## src/shared/io_clk_pkg.sv

```systemverilog
/*
 * Constants and types shared by the I/O decode and baud clock design.
 * Assumes a single 20 MHz system clock that drives every flip-flop.
 */
package io_clk_pkg;

    // clock rates, in hertz
    localparam int SYS_CLK_HZ = 20_000_000;
    localparam int BASE_CLK_HZ = 2_000_000;
    localparam int CPU_FAST_HZ = 4_000_000;
    localparam int CPU_SLOW_HZ = 2_000_000;

    // divide ratios derived from the rates
    localparam int BASE_DIV = SYS_CLK_HZ / BASE_CLK_HZ;
    localparam int CPU_FAST_DIV = SYS_CLK_HZ / CPU_FAST_HZ;
    localparam int CPU_SLOW_DIV = SYS_CLK_HZ / CPU_SLOW_HZ;

    // baud chain: divide by 13 for 9600, by 11 from 1200 for 110
    localparam int BAUD_TOP_DIV = 13;
    localparam int BAUD_110_DIV = 11;
    localparam int HALVING_STAGES = 6;
    localparam int STAGE_1200 = 2;

    // low address nibbles inside the configured i/o block
    localparam logic [3:0] PORT_A_LO = 4'h8;
    localparam logic [3:0] PORT_B_LO = 4'h9;
    localparam logic [3:0] PORT_C_LO = 4'hA;
    localparam logic [3:0] CSR_LO = 4'hB;
    localparam logic [3:0] SERIAL_DATA_LO = 4'h4;
    localparam logic [3:0] SERIAL_CTRL_LO = 4'h5;

    // baud switch codes
    typedef enum logic [2:0] {
        BAUD_9600 = 3'h0,
        BAUD_4800 = 3'h1,
        BAUD_2400 = 3'h2,
        BAUD_1200 = 3'h3,
        BAUD_600 = 3'h4,
        BAUD_300 = 3'h5,
        BAUD_150 = 3'h6,
        BAUD_110 = 3'h7
    } baud_sel_e;

    // clock pair that feeds one serial port
    typedef struct packed {
        logic tx;
        logic rx;
    } serial_clk_s;

    // selects to the parallel and serial chips
    typedef struct packed {
        logic parallel;
        logic port_a;
        logic port_b;
        logic port_c;
        logic csr;
        logic serial;
        logic serial_ctrl;
    } io_sel_s;

endpackage : io_clk_pkg

```

## src/hw/mod_divider.sv

```systemverilog
/*
 * Free-running modulo counter that advances on an enable pulse.
 * Assumes en comes from logic on the same clock.
 */
`timescale 1ns/1ps
module mod_divider #(
    parameter int MODULUS = 13
) (
    // clock and reset
    input wire logic clk,
    input wire logic nrst,
    // advance enable and results
    input wire logic en,
    output logic [$clog2(MODULUS)-1:0] count,
    output logic tick
);

    localparam int CW = $clog2(MODULUS);
    localparam logic [CW-1:0] LAST = CW'(MODULUS - 1);

    // a modulus below two leaves no count to wrap
    if (MODULUS < 2) $error("mod_divider needs a modulus of two or more");

    // the counter never stops; reset only gives it a known phase
    always_ff @(posedge clk or negedge nrst) begin
        if (!nrst) begin
            count <= '0;
        end else if (en) begin
            count <= (count == LAST) ? '0 : count + 1'b1;
        end
    end

    // gated terminal count, one cycle wide
    assign tick = en && (count == LAST);

endmodule : mod_divider

```

## src/hw/io_decode_and_baud_clocks.sv

```systemverilog
/*
 * I/O address decode, address mirroring, processor clock enable and
 * switch-selected baud clocks for the serial ports.
 * Assumes address and strobe come from logic on clk; straps and switches
 * are static pins and are synchronised before use.
 */
// What this block does
// ports A, B, C at x8, x9, xA
// control/status register selected at xB
// section selects need address and request strobe
// processor clock 4 or 2 MHz by strap
// divide 2 MHz base by 13 first
// top baud clock near 153.6 kHz
// lower rates by successive halving stages
// 110 baud clock is 1200 clock over 11
// switch picks clock for transmit and receive
// mirror low address byte onto high byte on i/o cycles
// dividers run freely, outputs always toggle
`timescale 1ns/1ps
module io_decode_and_baud_clocks #(
    parameter int NUM_PORTS = 1
) (
    // clock and reset
    input wire logic clk,
    input wire logic nrst,
    // processor side
    input wire logic [15:0] address,
    input wire logic io_cycle,
    input wire logic memory_request_strobe_n,
    output logic [15:0] address_out,
    output io_clk_pkg::io_sel_s io_sel,
    // static straps and switches
    input wire logic [3:0] base_nibble,
    input wire logic mirror_enable,
    input wire logic cpu_fast,
    input wire logic [NUM_PORTS-1:0][2:0] baud_switch,
    // clocks out
    output logic cpu_clk_tick,
    output logic two_mhz_base_clock,
    output io_clk_pkg::serial_clk_s [NUM_PORTS-1:0] port_clk
);
    import io_clk_pkg::*;

    if (NUM_PORTS < 1) $error("at least one serial port is needed");

    ////////////////////////////////////////////////////////////////////////
    // strap synchronisers: first stage feeds only the second
    logic [3:0] nib_meta, nib_q;
    logic mir_meta, mir_q, fast_meta, fast_q;
    logic [NUM_PORTS-1:0][2:0] sw_meta, sw_q;

    always_ff @(posedge clk or negedge nrst) begin
        if (!nrst) begin
            nib_meta <= 4'h0;
            nib_q <= 4'h0;
            mir_meta <= 1'b0;
            mir_q <= 1'b0;
            fast_meta <= 1'b0;
            fast_q <= 1'b0;
            sw_meta <= '0;
            sw_q <= '0;
        end else begin
            nib_meta <= base_nibble;
            nib_q <= nib_meta;
            mir_meta <= mirror_enable;
            mir_q <= mir_meta;
            fast_meta <= cpu_fast;
            fast_q <= fast_meta;
            sw_meta <= baud_switch;
            sw_q <= sw_meta;
        end
    end

    ////////////////////////////////////////////////////////////////////////
    // address decode
    logic io_req;
    assign io_req = io_cycle && !memory_request_strobe_n;

    function automatic logic hit(input logic [15:0] a, input logic [3:0] lo,
                                 input logic [3:0] hi);
        hit = (a[7:4] == hi) && (a[3:0] == lo);
    endfunction : hit

    // registered so the chip selects are glitch free
    always_ff @(posedge clk or negedge nrst) begin
        if (!nrst) begin
            io_sel <= '0;
        end else begin
            io_sel.port_a <= io_req
                && hit(address, PORT_A_LO, nib_q);
            io_sel.port_b <= io_req
                && hit(address, PORT_B_LO, nib_q);
            io_sel.port_c <= io_req
                && hit(address, PORT_C_LO, nib_q);
            io_sel.csr <= io_req && hit(address, CSR_LO, nib_q);
            io_sel.parallel <= io_req && (address[7:4] == nib_q)
                && (address[3:2] == PORT_A_LO[3:2]);
            io_sel.serial <= io_req && (hit(address, SERIAL_DATA_LO, nib_q)
                || hit(address, SERIAL_CTRL_LO, nib_q));
            io_sel.serial_ctrl <= io_req
                && hit(address, SERIAL_CTRL_LO, nib_q);
        end
    end

    // upper byte copies the lower one on mirrored i/o cycles
    always_ff @(posedge clk or negedge nrst) begin
        if (!nrst) begin
            address_out <= 16'h0000;
        end else if (io_cycle && mir_q) begin
            address_out <= {address[7:0], address[7:0]};
        end else begin
            address_out <= address;
        end
    end

    ////////////////////////////////////////////////////////////////////////
    // base and processor clocks; no reset beyond phase alignment
    logic base_tick, fast_tick;
    logic [$clog2(BASE_DIV)-1:0] base_cnt;

    mod_divider #(.MODULUS(BASE_DIV)) u_base (
        .clk(clk),
        .nrst(nrst),
        .en(1'b1),
        .count(base_cnt),
        .tick(base_tick)
    );

    mod_divider #(.MODULUS(CPU_FAST_DIV)) u_cpu (
        .clk(clk),
        .nrst(nrst),
        .en(1'b1),
        .count(),
        .tick(fast_tick)
    );

    // slow rate equals the base rate, so reuse its enable
    assign cpu_clk_tick = fast_q ? fast_tick : base_tick;

    // square base clock: high for the first half of each period
    always_ff @(posedge clk or negedge nrst) begin
        if (!nrst) begin
            two_mhz_base_clock <= 1'b0;
        end else begin
            two_mhz_base_clock <= (base_cnt < BASE_DIV / 2);
        end
    end

    ////////////////////////////////////////////////////////////////////////
    // baud chain
    logic top_tick;
    logic [HALVING_STAGES-1:0] halves;
    logic r1200_d, rise_1200, tick_110;
    logic [$clog2(BAUD_110_DIV)-1:0] cnt_110;

    mod_divider #(.MODULUS(BAUD_TOP_DIV)) u_top (
        .clk(clk),
        .nrst(nrst),
        .en(base_tick),
        .count(),
        .tick(top_tick)
    );

    // binary counter: bit k runs at the top rate over 2**(k+1)
    always_ff @(posedge clk or negedge nrst) begin
        if (!nrst) begin
            halves <= '0;
        end else if (top_tick) begin
            halves <= halves + 1'b1;
        end
    end

    // rising edge of the 1200 clock advances the eleven stage
    always_ff @(posedge clk or negedge nrst) begin
        if (!nrst) begin
            r1200_d <= 1'b0;
        end else begin
            r1200_d <= halves[STAGE_1200];
        end
    end
    assign rise_1200 = halves[STAGE_1200] && !r1200_d;

    mod_divider #(.MODULUS(BAUD_110_DIV)) u_110 (
        .clk(clk),
        .nrst(nrst),
        .en(rise_1200),
        .count(cnt_110),
        .tick(tick_110)
    );

    // all selectable clock levels, indexed by switch code
    logic [7:0] source;
    logic top_level;
    assign source[BAUD_9600] = top_level;
    assign source[BAUD_150:BAUD_4800] = halves;
    assign source[BAUD_110] = cnt_110 == 4'(BAUD_110_DIV - 1);

    // top clock as a level: the count-zero state after the wrap, one base period
    always_ff @(posedge clk or negedge nrst) begin
        if (!nrst) begin
            top_level <= 1'b0;
        end else begin
            top_level <= top_tick || (top_level && !base_tick);
        end
    end

    // one switch per port feeds both bit clocks from a flop
    always_ff @(posedge clk or negedge nrst) begin
        if (!nrst) begin
            port_clk <= '0;
        end else begin
            for (int p = 0; p < NUM_PORTS; p++) begin
                port_clk[p].tx <= source[sw_q[p]];
                port_clk[p].rx <= source[sw_q[p]];
            end
        end
    end

    ////////////////////////////////////////////////////////////////////////
    // checks
    logic [7:0] gap;
    logic seen_top;
    always_ff @(posedge clk or negedge nrst) begin
        if (!nrst) begin
            gap <= 8'h00;
            seen_top <= 1'b0;
        end else begin
            gap <= top_tick ? 8'h00 : gap + 8'h01;
            seen_top <= seen_top || top_tick;
        end
    end
endmodule : io_decode_and_baud_clocks

```

## config.mk

```make
export PLATFORM = sky130hd
export DESIGN_NAME = io_decode_and_baud_clocks
export DESIGN_NICKNAME = d
export VERILOG_FILES = /design/src/shared/io_clk_pkg.sv /design/src/hw/mod_divider.sv /design/src/hw/io_decode_and_baud_clocks.sv
export SDC_FILE = /design/constraint.sdc
export NUM_CORES = 1
export LEC_CHECK = 0
export BUFFER_PORTS_ARGS = -buffer_cell sky130_fd_sc_hd__buf_2
export CAP_MARGIN = 25
export CELL_PAD_IN_SITES_DETAIL_PLACEMENT = 0
export CELL_PAD_IN_SITES_GLOBAL_PLACEMENT = 1
export CORE_MARGIN = 1
export CORE_UTILIZATION = 30
export DETAILED_ROUTE_END_ITERATION = 8
export PLACE_DENSITY_LB_ADDON = 0.1
export SKIP_CTS_REPAIR_TIMING = 1
export SLEW_MARGIN = 20
export SYNTH_ARGS = -nofsm -noshare
export SYNTH_HDL_FRONTEND = slang
export SYNTH_SLANG_ARGS = --single-unit
```

## constraint.sdc

```tcl
create_clock -name clk -period 1.44 [get_ports clk]
set_input_delay 0.072 -clock clk [delete_from_list [all_inputs] [get_ports clk]]
set_output_delay 0.072 -clock clk [all_outputs]
set_load 0.03 [all_outputs]
```

Yosys cells after proc, flatten, opt, wreduce, memory -nomap -nowiden
Index checks and enable logic that the tools add are counted.

$add $sub $neg: 5. Multipliers: 0. Divide/modulo/power cells: 0. Magnitude comparators: 2. Eq/ne operators: 12. Shifts and indexed selects: 0. Mux-type cells: 8. Bitwise gates (word level): 0. Reductions and logical operators: 24.

Operators with widths (number): 4-bit == test, second input constant (7); 1-bit logical AND (19); 16-bit two-way mux (1); 4-bit by 1-bit adder with 4-bit output, second input constant (3); 4-bit two-way mux (3); 4-bit by 3-bit == test with 1-bit output, second input constant (2); 6-bit by 1-bit adder with 6-bit output, second input constant (1); 4-bit == test (1); 3-bit by 4-bit less-than comparator with 1-bit output, second input constant (1); 4-bit by 3-bit less-than comparator with 1-bit output, second input constant (1); 3-bit by 1-bit adder with 3-bit output, second input constant (1); 1-bit binary-select mux with 3-bit select (1); 3-bit == test, second input constant (1); 1-bit logical NOT (3); 3-bit two-way mux (1); 2-bit == test, second input constant (1); 1-bit logical OR (2); 1-bit two-way mux (2).

Register bits: 66. Bits in latches: 0. RAM bits: 0. Bits in read-only memories: 0. Input port bits: 29. Output and inout bits: 27. Word-level logic and storage cells: 76. Memories kept: 0.

Logic depth before layout (Yosys ltp)
Depth in word-level cells: 4. Mapped depth: 5. Mapped depth without buffers: 5.

By module
A second synthesis with hierarchy kept.

Cell total of the unflattened synthesis: 182. Area, all modules: 2509.9 um^2.

By module, submodules not included: io_decode_and_baud_clocks (times used 1, cells each 108, area an instance 1736.7 um^2, seq. area each 1276.2 um^2); mod_divider (u_top) (times used 1, cells each 23, area an instance 217.7 um^2, seq. area each 100.1 um^2); mod_divider (u_110) (times used 1, cells each 19, area an instance 205.2 um^2, seq. area each 100.1 um^2); mod_divider (u_base) (times used 1, cells each 17, area an instance 187.7 um^2, seq. area each 100.1 um^2); mod_divider (u_cpu) (times used 1, cells each 15, area an instance 162.7 um^2, seq. area each 75.1 um^2).

Worst setup path after synthesis
Ideal clock, no wire load.

Kind: register to output. From: register u_base.count[1]. To: output cpu_clk_tick. Arrival time: 1.448 ns. Data required time: 1.368 ns. Slack: -0.080 ns. Stages on the path, launching flop included: 4. Path buffers: 1. Cells stage by stage: dfrtp_1 nand4bb_1 buf_2 o21ai_0.

Longest elaborated chain between the ends: 2.

Ends and longest elaborated chain: start, declared (RTL line mod_divider.sv:14) `output logic [$clog2(MODULUS)-1:0] count,`; start signal, assigned (RTL line mod_divider.sv:29) `count <= (count == LAST) ? '0 : count + 1'b1;`; 4-bit == test (RTL line mod_divider.sv:34) `assign tick = en && (count == LAST);`; 1-bit two-way mux (RTL line io_decode_and_baud_clocks.sv:138) `assign cpu_clk_tick = fast_q ? fast_tick : base_tick;`; end, declared (RTL line io_decode_and_baud_clocks.sv:38) `output logic cpu_clk_tick,`.

No other way between the ends.

Worst setup path in the final report
From: register u_110.count[3]. To: register port_clk[1] in the netlist's numbering.

Longest elaborated chain between the ends: 3.

Ends and longest elaborated chain: start, declared (RTL line mod_divider.sv:14); start signal, assigned (RTL line mod_divider.sv:29); 4-bit == test; 1-bit binary-select mux with 3-bit select (RTL line io_decode_and_baud_clocks.sv:213) `port_clk[p].tx <= source[sw_q[p]];`; 1-bit two-way mux (implied by the code) (RTL line io_decode_and_baud_clocks.sv:213); end, declared (RTL line io_decode_and_baud_clocks.sv:40) `output io_clk_pkg::serial_clk_s [NUM_PORTS-1:0] port_clk`.

No other way between the ends. The select of a mux whose other input is x is not followed. A chain may end at the register's enable or synchronous reset.

==> summary.md <==
| Metric | Value |
|---|---|
| Crit path max fanout | 4 |
| Sw Ratio | around a quarter |
| Peak supply drop | approximately 0.59 mV |
| Diode count | 0 |
| Clock-pin slew on the worst setup and hold paths | ~0.080 ns |
| Total Power | between 3 and 4 mW |
| Crit path buffers/inverters | 0 |
| Vias | about 1700 |
| Synth Flop Type | dfrtp_1 |
| Largest net degree at the start of global routing | 39 |
| Critical path's largest stage delay | about 0.46 ns |
| Initial antenna violation count | 0 |
| Worst Max-Slew Pin Slew | ~0.40 ns |
| RD Place Congestion | roughly 0.73 |
| HP Start | memory_request_strobe_n |
| Final Hold Viols | 0 |
| Mapped Area | roughly 2400 um^2 |
| Post-synthesis cell count | roughly 170 |
| Commonest non-fill, non-tap cell in the layout | dfrtp_1 |
| Avg WL per Cell | approximately 13 um |
| Worst hold path depth | 3 |
| Finished Layout Cells | around 390 |
| Input/output buffers | between 50 and 60 |
| Worst R2R Path Depth | 3 |
| H-tree Lvls | 3 |
| Core footprint | slightly below 8000 um^2 |
| Die Span Y | 92.3 um |
| Die width | a little over 90 um |
| R2r endpoint | port_clk[1]$_DFF_PN0_ |
| FF+latch count, synth | 66 |
| Worst Hold Endpoint | io_sel[0]$_DFF_PN0_ |
| Nets@finish | about 310 |
| Post-Syn Nets | ~210 |
| Final worst path period share | 97.1% |
| Outcome | completed |
| Vias in the first global route | 1566 |
| Cells after DPL | ~340 |
| Worst reg2reg setup slack | roughly 0.042 ns |
| WL final | slightly below 5 mm |
| Max-Cap Viols | 0 |
| Gate power share | under 10% |
| Row count | 32 |
| Residual DRC | 0 |
| Vias per cell | 4.31 |
| Critical path's slowest cell | mux4_2 |
| Net switching power | 899 uW |
| Post-placement cell area | 2950 um^2 |
| Worst slew margin | between 70% and 80% |
| RSZ-0062 raised after global routing | yes |
| Worst-Skew Late Latency | roughly 0.33 ns |
| Yosys warnings | 0 |
| Die Area | around 8500 um^2 |
| Total GRT Usage | 11.9% |
| Setup WS pre-CTS | just under 0.008 ns |
| Tmin final | between 1 and 1.5 ns |
| CP Data Arrival Time | 1.61 ns |
| Async SR Flop Fraction | 100% |
| Final setup fails | 0 |
| Clk root buf | clkbuf_8 |
| Post-synthesis sequential area ratio | 67.5% |
| Cell Chain, Critical Path | nor4bb_1 -> mux4_2 -> mux2_2 |
| Initial DRC count | 41 |
| WS Path Type | reg2reg |
| Final ANT Viol Nets | 0 |
| F_max | just over 0.7 GHz |
| Critical Path RT | around 1.7 ns |
| Clock Skew | 0.00954 ns |
| Area added between synthesis and finish | 42.0% |
| Initial core utilization | between 30% and 40% |
| FF-to-FF Start | u_110.count[3]$_DFFE_PN0P_ |
| First-pass GRT wire length | between 7 and 8 mm |
| Crit-path leading delay family | multiplexers |
| Hold WS | about 0.038 ns |
| # IOs | 56 |
| CTS max path bufs | 2 |
| Fin worst setup slack | ~0.042 ns |
| CTS tree | built |
| Worst Setup Start Kind | register |
| Most frequent cells in the layout | 65 x dfrtp_1, 54 x buf_2, 26 x dlygate4sd3_1 |
| Leak | between 1.5 and 2 nW |
| Syn avg cell area | 14.1 um^2 |
| Grt ovf | 0 |
| Total CTS buffers | 9 |
| Final HPWL DP | 3.26 mm |
| Clk sinks | 66 |
| Post-synth EDFFs | 0 |
| Layout cells sized above 1 | between 30% and 40% |
| Clock power share | between 30% and 40% |
| Post-synth cell types | 36 |
| Hold WC Path Type | in2reg |
| Critical Path End Type | register |
| Proportion of power drawn by flip-flops and latches | between 50% and 60% |
| Power per cell area | just over 1000 nW/um^2 |
| Drt first pass iters | 4 |
| Max Slew Vio Count | 0 |
| Post-route cell area | ~3500 um^2 |
| Internal Power | between 2 and 3 mW |
flip-flops by register name (all words and copies together) (netlist names), 3 cells and up, named ones only:
register	flops
sw_meta	3
nib_q	4
u_110.count	4
u_base.count	4
u_cpu.count	3
nib_meta	4
halves	6
address_out	16
u_top.count	4
io_sel	7
sw_q	3
layout make-up:
type / instances / area, um^2
Clock buffer: 10 / 138
Clock inverter: 6 / 41.3
Multi-Input combinational cell: 97 / 786
Fill cell: 767 / 4330
Sequential cell: 66 / 1650
Timing Repair Buffer: 98 / 698
Tap cell: 102 / 128
Inverter: 8 / 30.0
stage by stage:
| stage | utilization, % | TNS (ns) |
|---|---|---|
| after floorplan | - | 0 |
| after global placement | 37.8 | 0 |
| after detailed placement | 37.8 | 0 |
| after CTS | 40.1 | -0.0745 |
| after global routing | 44.5 | -0.0250 |
| final | 44.5 | 0 |
routing by layer:
layer  wire length, um  global-route usage, %
met3               174                   3.53
met1              2410                   16.7
met4                89                   6.64
met2              2180                   16.2
met5                 0                      0
kinds of logic (layout without fill, tap and decap cells):
kind of cell / Yosys count / after routing / share of synthesized area (%)
DFF: 66 / 66 / 67.5
and+or+nand+nor: 48 / 48 / 11.5
AOI/OAI and AO/OA: 18 / 18 / 4.76
muxes: 15 / 15 / 7.72
xor gates and xnor gates: 11 / 11 / 3.94
buffers and inverters: 11 / 122 / 2.05
adders and majority gates: 5 / 5 / 2.56
worst register-to-register path: stages (launching register included):
cell,delay [ns]
dfrtp_1,0.40
nor4bb_1,0.15
mux4_2,0.46
mux2_2,0.28
Yosys cell counts (2+ instances only):
master	instances	area, um^2
ha_1	5	62.6
xnor2_1	6	52.6
nand2b_1	4	25.0
nand2_1	8	30.0
buf_4	2	15.0
nor2b_1	5	31.3
a21oi_1	2	10.0
nor2_1	5	18.8
xor2_1	5	43.8
a22o_1	3	26.3
nand3b_1	2	15.0
nor3_1	5	25.0
nor4_1	3	18.8
mux4_2	2	45.0
mux2_2	10	113
inv_1	8	30.0
dfrtp_1	66	1650
nand3_1	8	40.0
o21ai_1	3	15.0
mux2i_1	2	20.0
o21ai_0	5	25.0
power groups by stage:
stage | Sequential, mW | Clock, mW | Combinational (mW)
floorplan | 2.02 | 0 | 0.0502
global placement | 1.96 | 0 | 0.249
detailed placement | 1.96 | 0 | 0.249
CTS | 1.92 | 1.44 | 0.249
global route | 1.93 | 1.53 | 0.326
finish | 1.92 | 1.39 | 0.301
how the worst max path moves through the flow:
| stage | slack (ns) | from | to | cells past startpoint |
|---|---|---|---|---|
| final | 0.04 | u_110.count[3]$_DFFE_PN0P_ | port_clk[1]$_DFF_PN0_ | 3 |
| after global routing | -0.03 | u_base.count[1]$_DFF_PN0_ | cpu_clk_tick | 4 |
| after CTS | -0.06 | u_base.count[2]$_DFF_PN0_ | cpu_clk_tick | 4 |
| after detailed placement | 0.008 | u_top.count[0]$_DFFE_PN0P_ | halves[1]$_DFFE_PN0P_ | 5 |
| after global placement | 0.07 | u_top.count[0]$_DFFE_PN0P_ | halves[1]$_DFFE_PN0P_ | 5 |
| after floorplan | 0.02 | u_top.count[0]$_DFFE_PN0P_ | halves[1]$_DFFE_PN0P_ | 5 |
No activity file was read; power rests on OpenSTA's default activity.
